<file path="config.mk">
export PLATFORM = sky130hd
export DESIGN_NAME = adcr_core
export DESIGN_NICKNAME = d
export VERILOG_FILES = /design/src/adcr_pkg.sv /design/src/adcr_core.sv
export VERILOG_INCLUDE_DIRS = /design/src
export SDC_FILE = /design/constraint.sdc
export NUM_CORES = 1
export LEC_CHECK = 0
export BUFFER_PORTS_ARGS = -buffer_cell sky130_fd_sc_hd__buf_2
export CORE_UTILIZATION = 56
export DETAILED_ROUTE_END_ITERATION = 16
export GPL_TIMING_DRIVEN = 0
export MAX_ROUTING_LAYER = met4
export PLACE_DENSITY_LB_ADDON = 0.15
export SYNTH_ARGS = -nofsm -noshare
export SYNTH_HDL_FRONTEND = slang
export SYNTH_SLANG_ARGS = --single-unit
</file>
<file path="constraint.sdc">
create_clock -name i_mclk -period 3.9 [get_ports i_mclk]
set_input_delay 0.975 -clock i_mclk [delete_from_list [all_inputs] [get_ports i_mclk]]
set_output_delay 0.975 -clock i_mclk [all_outputs]
set_load 0.01 [all_outputs]
</file>
<file path="src/adcr_defs.svh">
/*
  Constants of the converter control block: register offsets, field positions,
  reset value, timing figures, and cycle counts for the conversion, sync and busy-maximum times.
  Assumes the block clock runs at ADCR_MCLK_MHZ.
*/
`ifndef ADCR_DEFS_SVH
`define ADCR_DEFS_SVH

// Register byte offsets
`define ADCR_OFS_CTRL 4'h0
`define ADCR_OFS_STATUS 4'h4
`define ADCR_OFS_RESULT 4'h8

// Control field positions and reset value
`define ADCR_CTRL_SER_BIT 0
`define ADCR_CTRL_EXT_BIT 1
`define ADCR_CTRL_RDC_BIT 2
`define ADCR_CTRL_DIV_LSB 4
`define ADCR_CTRL_RESET 5'h00

// Status field positions
`define ADCR_STAT_BUSY_BIT 0
`define ADCR_STAT_SYNC_BIT 1

// Clock rate and unit scale
`define ADCR_MCLK_MHZ 40
`define ADCR_NS_PER_US 1000

// Conversion timing in ns
`define ADCR_T_CONV_NS 1250
`define ADCR_T_RDC_SYNC_NS 560
`define ADCR_T_RAC_SYNC_NS 1310
`define ADCR_T_BUSY_MAX_NS 1450
`define ADCR_T_BUSY_RAC0_NS 2250
`define ADCR_T_BUSY_RAC1_NS 3000
`define ADCR_T_BUSY_RAC2_NS 4400
`define ADCR_T_BUSY_RAC3_NS 7300

// Serial clock minima in ns per divide code
`define ADCR_T_LEAD0_NS 3
`define ADCR_T_LEAD_NS 20
`define ADCR_T_HIGH0_NS 15
`define ADCR_T_HIGH1_NS 30
`define ADCR_T_HIGH2_NS 60
`define ADCR_T_HIGH3_NS 120
`define ADCR_T_LOW0_NS 10
`define ADCR_T_LOW1_NS 25
`define ADCR_T_LOW2_NS 55
`define ADCR_T_LOW3_NS 115
`define ADCR_T_TAIL0_NS 5
`define ADCR_T_TAIL1_NS 7
`define ADCR_T_TAIL2_NS 35
`define ADCR_T_TAIL3_NS 90

// Cycle counts: longest and typical times round down
`define ADCR_DN(ns) (((ns) * `ADCR_MCLK_MHZ) / `ADCR_NS_PER_US)
`define ADCR_CONV_CYC `ADCR_DN(`ADCR_T_CONV_NS)
`define ADCR_RDC_SYNC_CYC `ADCR_DN(`ADCR_T_RDC_SYNC_NS)
`define ADCR_RAC_SYNC_CYC `ADCR_DN(`ADCR_T_RAC_SYNC_NS)
`define ADCR_BUSY_MAX_CYC `ADCR_DN(`ADCR_T_BUSY_MAX_NS)

`endif

</file>
<file path="src/adcr_pkg.sv">
/*
  Types of the converter control block.
  Assumes adcr_defs.svh supplies the numeric constants.
*/
package adcr_pkg;

  typedef struct packed {
    logic [1:0] clock_divide_select;
    logic read_timing_select;
    logic clock_source_select;
    logic serial_parallel_select;
  } adcr_ctrl_type;

  typedef enum logic [2:0] {
    SER_IDLE,
    SER_LEAD,
    SER_HIGH,
    SER_LOW,
    SER_TAIL
  } adcr_ser_state_type;

endpackage

</file>
<file path="src/adcr_core.sv">
/*
  Conversion control and result readout for a 16-bit SAR converter: busy
  sequencing, parallel bus, master and slave serial readout, Wishbone slave.
  Assumes all inputs are synchronous to i_mclk at 40 MHz and that the SAR
  array presents its result on i_sample_data by the end of conversion.
*/
`include "adcr_defs.svh"
`timescale 1ns/1ps
`default_nettype none

// Function
// - Busy rises within 35 ns of convert-start falling.
// - Outside master read-after-convert, busy lasts at most 1.45 us.
// - Conversion ends within 1.45 us; busy falls 10 ns or more later.
// - Parallel result valid within 1.41 us of convert-start falling.
// - Parallel result valid at least 20 ns before busy falls.
// - Master read-during-convert: frame sync about 560 ns after start, previous result.
// - Master read-after-convert: frame sync about 1.31 us after start, new result.
// - Divide code 00..11 gives serial clock periods of at least 30/60/120/240 ns.
// - Read-after-convert busy at most 2.25/3.00/4.40/7.30 us per divide code.
// - Frame sync leads first serial clock edge by at least 3 ns (code 00) or 20 ns.
// - Frame sync drops at least 5 ns after the last serial clock edge.
// - Read-after-convert busy falls about 25 ns after frame sync drops.
// - Chip select enables or floats sync, clock and data outputs.
// - Slave clock period 50 ns (two i_mclk cycles) or more; data updates after each active edge.
// - Each result is one 16-bit word, parallel or serial.
// - Result readable as soon as its conversion ends, no pipeline.
// - Divide select acts only in master read-after-convert mode.
module adcr_core #(
  parameter int DATA_W = 16
) (
  // Clock and reset
  input wire logic i_mclk,
  input wire logic i_rst,
  // Wishbone slave
  input wire logic i_wb_cyc,
  input wire logic i_wb_stb,
  input wire logic i_wb_we,
  input wire logic [3:0] i_wb_adr,
  input wire logic [3:0] i_wb_sel,
  input wire logic [31:0] i_wb_dat,
  output logic [31:0] o_wb_dat,
  output logic o_wb_ack,
  // Conversion control
  input wire logic i_convert_start_n,
  input wire logic i_cs_n,
  input wire logic [DATA_W-1:0] i_sample_data,
  output logic o_busy,
  // Parallel bus
  output logic [DATA_W-1:0] o_data,
  output logic o_data_oe,
  // Serial port
  input wire logic i_serial_data_clock,
  output logic o_serial_data_clock,
  output logic o_serial_data_clock_oe,
  output logic o_frame_sync,
  output logic o_frame_sync_oe,
  output logic o_serial_data_out,
  output logic o_serial_data_out_oe
);

  localparam int BIT_W = $clog2(DATA_W + 1);
  localparam int C_CONV = `ADCR_CONV_CYC;
  localparam int C_RDC = `ADCR_RDC_SYNC_CYC;
  localparam int C_RAC = `ADCR_RAC_SYNC_CYC;
  localparam int C_BMAX = `ADCR_BUSY_MAX_CYC;

  initial begin
    if (DATA_W < 2 || DATA_W > 32) $error("adcr_core: DATA_W out of range");
    if (C_RAC <= C_CONV || C_RDC >= C_CONV) $error("adcr_core: sync timing");
  end

  function automatic logic [2:0] ns_up(input int ns);
    int c;
    c = (ns * `ADCR_MCLK_MHZ + `ADCR_NS_PER_US - 1) / `ADCR_NS_PER_US;
    if (c < 1) c = 1;
    return c[2:0];
  endfunction

  function automatic logic [2:0] half_cyc(input logic [1:0] div);
    logic [2:0] hi;
    logic [2:0] lo;
    hi = 3'h1;
    lo = 3'h1;
    unique case (div)
      2'h0: begin hi = ns_up(`ADCR_T_HIGH0_NS); lo = ns_up(`ADCR_T_LOW0_NS); end
      2'h1: begin hi = ns_up(`ADCR_T_HIGH1_NS); lo = ns_up(`ADCR_T_LOW1_NS); end
      2'h2: begin hi = ns_up(`ADCR_T_HIGH2_NS); lo = ns_up(`ADCR_T_LOW2_NS); end
      2'h3: begin hi = ns_up(`ADCR_T_HIGH3_NS); lo = ns_up(`ADCR_T_LOW3_NS); end
    endcase
    return (hi > lo) ? hi : lo;
  endfunction

  function automatic logic [2:0] tail_cyc(input logic [1:0] div);
    logic [2:0] t;
    t = 3'h1;
    unique case (div)
      2'h0: t = ns_up(`ADCR_T_TAIL0_NS);
      2'h1: t = ns_up(`ADCR_T_TAIL1_NS);
      2'h2: t = ns_up(`ADCR_T_TAIL2_NS);
      2'h3: t = ns_up(`ADCR_T_TAIL3_NS);
    endcase
    return t;
  endfunction

  adcr_pkg::adcr_ctrl_type ctrl_q;
  adcr_pkg::adcr_ser_state_type ser_q;
  logic start_n_q, busy_q, eoc_q, sync_q, sclk_q, sclk_d1_q, frame_done_q, ext_clk_q, ack_q;
  logic [7:0] cnt_q;
  logic [DATA_W-1:0] result_q;
  logic [DATA_W-1:0] shift_q;
  logic [2:0] tm_q;
  logic [BIT_W-1:0] bits_q;
  logic [31:0] rdat_q;
  logic start_fall, master, rac_master, slave, start_frame, wb_req;
  logic [1:0] div_eff;

  assign start_fall = start_n_q && !i_convert_start_n;
  assign master = ctrl_q.serial_parallel_select && !ctrl_q.clock_source_select;
  assign slave = ctrl_q.serial_parallel_select && ctrl_q.clock_source_select;
  assign rac_master = master && !ctrl_q.read_timing_select;
  assign div_eff = rac_master ? ctrl_q.clock_divide_select : 2'h0;
  assign start_frame = busy_q && master && ser_q == adcr_pkg::SER_IDLE &&
                       cnt_q == (rac_master ? 8'(C_RAC) : 8'(C_RDC));
  assign wb_req = i_wb_cyc && i_wb_stb;

  // Convert-start edge detection
  always_ff @(posedge i_mclk) begin
    if (i_rst) start_n_q <= 1'b1;
    else start_n_q <= i_convert_start_n;
  end

  // Busy flag and conversion timer; a start while busy is ignored
  always_ff @(posedge i_mclk) begin
    if (i_rst) begin
      busy_q <= 1'b0;
      cnt_q <= 8'h00;
    end else if (start_fall && !busy_q) begin
      busy_q <= 1'b1;
      cnt_q <= 8'h01;
    end else if (busy_q) begin
      if (cnt_q != 8'hFF) cnt_q <= cnt_q + 8'h01;
      if (rac_master ? frame_done_q : eoc_q) busy_q <= 1'b0;
    end
  end

  // End of conversion: result latched, readable at once
  always_ff @(posedge i_mclk) begin
    if (i_rst) begin
      eoc_q <= 1'b0;
      result_q <= '0;
    end else begin
      eoc_q <= busy_q && cnt_q == 8'(C_CONV);
      if (busy_q && cnt_q == 8'(C_CONV)) result_q <= i_sample_data;
    end
  end

  // Master serial sequencer
  always_ff @(posedge i_mclk) begin
    if (i_rst) begin
      ser_q <= adcr_pkg::SER_IDLE;
      sync_q <= 1'b0;
      sclk_q <= 1'b0;
      frame_done_q <= 1'b0;
      tm_q <= 3'h0;
      bits_q <= '0;
    end else begin
      frame_done_q <= 1'b0;
      unique case (ser_q)
        adcr_pkg::SER_IDLE: begin
          if (start_frame) begin
            sync_q <= 1'b1;
            bits_q <= '0;
            tm_q <= (div_eff == 2'h0) ? ns_up(`ADCR_T_LEAD0_NS) - 3'h1 : ns_up(`ADCR_T_LEAD_NS) - 3'h1;
            ser_q <= adcr_pkg::SER_LEAD;
          end
        end
        adcr_pkg::SER_LEAD, adcr_pkg::SER_LOW: begin
          if (tm_q == 3'h0) begin
            sclk_q <= 1'b1;
            tm_q <= half_cyc(div_eff) - 3'h1;
            ser_q <= adcr_pkg::SER_HIGH;
          end else tm_q <= tm_q - 3'h1;
        end
        adcr_pkg::SER_HIGH: begin
          if (tm_q == 3'h0) begin
            sclk_q <= 1'b0;
            bits_q <= bits_q + BIT_W'(1);
            if (bits_q == BIT_W'(DATA_W - 1)) begin
              tm_q <= tail_cyc(div_eff) - 3'h1;
              ser_q <= adcr_pkg::SER_TAIL;
            end else begin
              tm_q <= half_cyc(div_eff) - 3'h1;
              ser_q <= adcr_pkg::SER_LOW;
            end
          end else tm_q <= tm_q - 3'h1;
        end
        adcr_pkg::SER_TAIL: begin
          if (tm_q == 3'h0) begin
            sync_q <= 1'b0;
            frame_done_q <= 1'b1;
            ser_q <= adcr_pkg::SER_IDLE;
          end else tm_q <= tm_q - 3'h1;
        end
      endcase
    end
  end

  // Output shift register, shared by master and slave readout
  always_ff @(posedge i_mclk) begin
    if (i_rst) begin
      shift_q <= '0;
      ext_clk_q <= 1'b0;
    end else begin
      ext_clk_q <= i_serial_data_clock;
      if (start_frame) shift_q <= (cnt_q == 8'(C_CONV)) ? i_sample_data : result_q;
      else if (ser_q == adcr_pkg::SER_HIGH && tm_q == 3'h0) shift_q <= shift_q << 1;
      else if (slave && eoc_q) shift_q <= result_q;
      else if (slave && !i_cs_n && i_serial_data_clock && !ext_clk_q) shift_q <= shift_q << 1;
    end
  end

  // Pin drive; enables follow chip select directly
  assign o_busy = busy_q;
  assign o_data = result_q;
  assign o_data_oe = !ctrl_q.serial_parallel_select && !i_cs_n;
  assign o_frame_sync = sync_q;
  assign o_frame_sync_oe = master && !i_cs_n;
  assign o_serial_data_clock = sclk_q;
  assign o_serial_data_clock_oe = master && !i_cs_n;
  assign o_serial_data_out = shift_q[DATA_W-1];
  assign o_serial_data_out_oe = ctrl_q.serial_parallel_select && !i_cs_n;

  // Wishbone: ack one cycle after request, read data latched as ack rises, write at the ack edge
  always_ff @(posedge i_mclk) begin
    if (i_rst) ack_q <= 1'b0;
    else ack_q <= wb_req && !ack_q;
  end

  always_ff @(posedge i_mclk) begin
    if (i_rst) ctrl_q <= `ADCR_CTRL_RESET;
    else if (wb_req && ack_q && i_wb_we && i_wb_sel[0] && i_wb_adr == `ADCR_OFS_CTRL) begin
      ctrl_q.serial_parallel_select <= i_wb_dat[`ADCR_CTRL_SER_BIT];
      ctrl_q.clock_source_select <= i_wb_dat[`ADCR_CTRL_EXT_BIT];
      ctrl_q.read_timing_select <= i_wb_dat[`ADCR_CTRL_RDC_BIT];
      ctrl_q.clock_divide_select <= i_wb_dat[`ADCR_CTRL_DIV_LSB +: 2];
    end
  end

  always_ff @(posedge i_mclk) begin
    if (i_rst) rdat_q <= 32'h0000_0000;
    else if (wb_req && !ack_q) begin
      rdat_q <= 32'h0000_0000;
      unique case (i_wb_adr)
        `ADCR_OFS_CTRL: begin
          rdat_q[`ADCR_CTRL_SER_BIT] <= ctrl_q.serial_parallel_select;
          rdat_q[`ADCR_CTRL_EXT_BIT] <= ctrl_q.clock_source_select;
          rdat_q[`ADCR_CTRL_RDC_BIT] <= ctrl_q.read_timing_select;
          rdat_q[`ADCR_CTRL_DIV_LSB +: 2] <= ctrl_q.clock_divide_select;
        end
        `ADCR_OFS_STATUS: begin
          rdat_q[`ADCR_STAT_BUSY_BIT] <= busy_q;
          rdat_q[`ADCR_STAT_SYNC_BIT] <= sync_q;
        end
        `ADCR_OFS_RESULT: rdat_q[DATA_W-1:0] <= result_q;
        default: rdat_q <= 32'h0000_0000;
      endcase
    end
  end

  assign o_wb_ack = ack_q;
  assign o_wb_dat = rdat_q;

  // Checks
  logic [8:0] busy_len_q;
  logic [BIT_W-1:0] edges_q;
  int busy_rac_max;

  always_ff @(posedge i_mclk) begin
    if (i_rst || !busy_q) busy_len_q <= 9'h000;
    else if (busy_len_q != 9'h1FF) busy_len_q <= busy_len_q + 9'h001;
  end

  always_ff @(posedge i_mclk) begin
    sclk_d1_q <= sclk_q;
    if (i_rst || start_frame) edges_q <= '0;
    else if (sync_q && sclk_q && !sclk_d1_q) edges_q <= edges_q + BIT_W'(1);
  end

  assign busy_rac_max = (ctrl_q.clock_divide_select == 2'h0) ? `ADCR_DN(`ADCR_T_BUSY_RAC0_NS) :
                        (ctrl_q.clock_divide_select == 2'h1) ? `ADCR_DN(`ADCR_T_BUSY_RAC1_NS) :
                        (ctrl_q.clock_divide_select == 2'h2) ? `ADCR_DN(`ADCR_T_BUSY_RAC2_NS) :
                        `ADCR_DN(`ADCR_T_BUSY_RAC3_NS);
endmodule

`default_nettype wire

</file>
==> metrics.md <==
| Metric | Value |
|---|---|
| Status | `finished clean` |
| Crit share post-route | `70.20%` |
| Worst Max-Slew Pin Slew | `0.7262 ns` |
| Setup WS post-layout | `1.162 ns` |
| Yosys reg bits | `80` |
| Grt ovf | `0` |
| Synthesis Warnings | `0` |
| Total CTS buffers | `9` |
| Peak VDD IR | `188.8 uV` |
| Max Buffers Root-to-Sink | `2` |
| Post-synthesis instance total | `490` |
| PortBufs | `72` |
| Antenna Violating Nets Remaining | `0` |
| Initial Util | `58.42%` |
| Nets@finish | `658` |
| Fmax | `365.3 MHz` |
| FFs w/ async S/R, synth | `0%` |
| Vias | `4025` |
| Commonest non-fill, non-tap cell in the layout | `dfxtp_1` |
| Clk slew on worst S/H paths | `0.07 ns` |
| Ratio of cells with drive above 1 in the final layout | `28.67%` |
| Post-DP HPWL | `7.934 mm` |
| Vias per cell | `5.816` |
| Startpoint type of the worst setup path | `input pin` |
| Min cycle time layout | `2.738 ns` |
| Die ar. | `7960 um2` |
| Hold-fix buffers, CTS | `0` |
| CP Capture Type | `output pin` |
| Commonest cells after routing, fill and taps aside | `dfxtp_1 (80), nand2_1 (79), buf_2 (79)` |
| Die Wd | `89.22 um` |
| Final RePlAce weighted congestion | `0.8894` |
| Area growth syn-to-layout | `18.15%` |
| FF+latch area | `1602 um2` |
| # H-tree levels | `3` |
| Post-synth EDFFs | `0` |
| Sequential share of the synthesized area | `37.59%` |
| CP required | `2.92 ns` |
| Root buffer cell | `clkbuf_8` |
| Max_slew headroom | `51.59%` |
| Max-cap violations | `0` |
| Post-CTS sizing | `0` |
| Antenna Diode Count | `0` |
| Die Ht | `89.22 um` |
| Setup Crit Path Kind | `in -> out` |
| Cells along the critical path | `buf_2 -> nor3b_1 -> buf_4 -> buf_2` |
| Slowest-stage cell, CP | `nor3b_1` |
| Layer with the highest usage | `met2` |
| Most used flip-flop cell after synthesis | `dfxtp_1` |
| Final Core Density | `69.03%` |
| WL final | `11.22 mm` |
| Routed len/inst | `16.21 um` |
| Latest clock arrival within the worst-skew pair | `0.36 ns` |
| First-pass GRT wire length | `17.80 mm` |
| Synth unique cells | `58` |
| Slowest stage delay, CP | `0.36 ns` |
| Met1 Resource Use GR | `40.13%` |
| Initial antenna violation count | `0` |
| Row cnt | `31` |
| Met2 GRT Util | `47.33%` |
| Worst Path Arrival | `1.76 ns` |
| Drt pass-1 iters | `5` |
| Setup TNS | `0 ns` |
| Mapped cell area | `4260 um2` |
| Place WS | `1.200 ns` |
| WHS | `0.4999 ns` |
| CP dominant cell by count | `buf_2` |
| Io pins | `121` |
| Pwr Density | `349.2 nW/um2` |
| Multi-input logic area | `2369 um2` |
| Final-layout fill cell count | `650` |
| Largest net degree at the start of global routing | `13` |
| CTS tree | `done` |
| Clock sink count | `80` |
| Core area | `7292 um2` |
| Post CTS Setup Buffer Count | `0` |
| # DRC | `0` |
| Hold Path Class | `reg -> reg` |
| Total Power | `1.758 mW` |
| Vias in the first global route | `3664` |
| Clock Skew | `0.008033 ns` |
| Avg Cell Area, Syn | `8.695 um2` |
| Pins Over Slew Limit | `0` |
| RSZ-0062 raised after global routing | `false` |
| LEAKAGE | `2.077 nW` |
| Met3 GRT Util | `3.878%` |
| DR iter-0 viols | `310` |
| Global Route Usage Sum | `30.71%` |
| Final hold viol count | `0` |
| Final Setup Violations | `0` |
| Worst Path Max Fanout | `4` |
[layer usage]
| metal | vias to the layer above | wire [um] |
|---|---|---|
| met1 | 1899 | 5103 |
| met2 | 196 | 5119 |
| met3 | 24 | 736 |
| met4 | 0 | 259 |
| li1 | 1906 | - |
| met5 | - | 0 |
[kinds of logic (layout without fill, tap and decap cells)]
family,after synthesis,count (layout),synth area share [%]
AOI/OAI and AO/OA,131,131,22.70
and+or+nand+nor,182,182,21.44
xor gates and xnor gates,8,8,1.645
other,1,16,0.08802
buffers and inverters,56,144,8.135
muxes,26,26,6.637
DFF,80,80,37.59
adders and majority gates,6,6,1.762
[synthesized netlist by cell type (8+ instances only)]
cell / count / area share, %
a21oi_1: 34 / 4.0
a21oi_2: 9 / 1.9
a22o_1: 15 / 3.1
a22oi_1: 17 / 3.0
buf_4: 22 / 3.9
clkbuf_1: 16 / 1.4
dfxtp_1: 80 / 38
mux2_2: 16 / 4.2
mux2i_1: 8 / 1.9
nand2_1: 79 / 7.0
nor2_1: 43 / 3.8
nor2b_1: 10 / 1.5
o211ai_1: 22 / 3.9
o211ai_2: 10 / 2.9
o21ai_0: 8 / 0.94
[worst paths after layout]
path | start | slack [ns] | endpoint | cells after the start
worst max-delay path | i_cs_n | 1.16 | o_serial_data_clock_oe | 4
worst min-delay path | tm_q[1] | 0.50 | tm_q[1] | 1
worst max register to register | cnt_q[0] | 1.80 | o_data[1] | 10
worst min register to register | tm_q[1] | 0.50 | tm_q[1] | 1
[metrics by stage]
| stage | cell area [um2] | cells |
|---|---|---|
| 5_1_grt | 5034 | 692 |
| 6_report | 5034 | 692 |
| 3_5_place_dp | 4801 | 676 |
| 4_1_cts | 5034 | 692 |
| 2_1_floorplan | 4317 | 505 |
| 3_3_place_gp | 4801 | 676 |
[flip-flops by register name, summed over array words and instances, names as in the netlist, 3 cells and up]
signal and cells:
ctrl_q 5, o_data 16, bits_q 5, o_wb_dat 16, tm_q 3, cnt_q 8
shift_q 16, ser_q 3
[cell type report]
class                   count  share of cell area [%]
plain buffers              51                   6.513
clock buffers              14                   3.430
clock inverters             2                   1.193
inverters                   5                  0.3729
multi-input cells         369                   47.05
flip-flops and latches     80                   31.82
well taps                  99                   2.461
repair buffers             72                   7.159
[critical path: cells and delay by family]
kind | cells | cell delay (ns)
buffers and inverters | 3 | 0.44
and+or+nand+nor | 1 | 0.36
[where the power goes]
part,switching [mW],internal [mW]
logic,0.110,0.0818
clock network,0.295,0.414
registers,0.0179,0.839
total,0.423,1.33
Power figures use the tool's default switching activity.
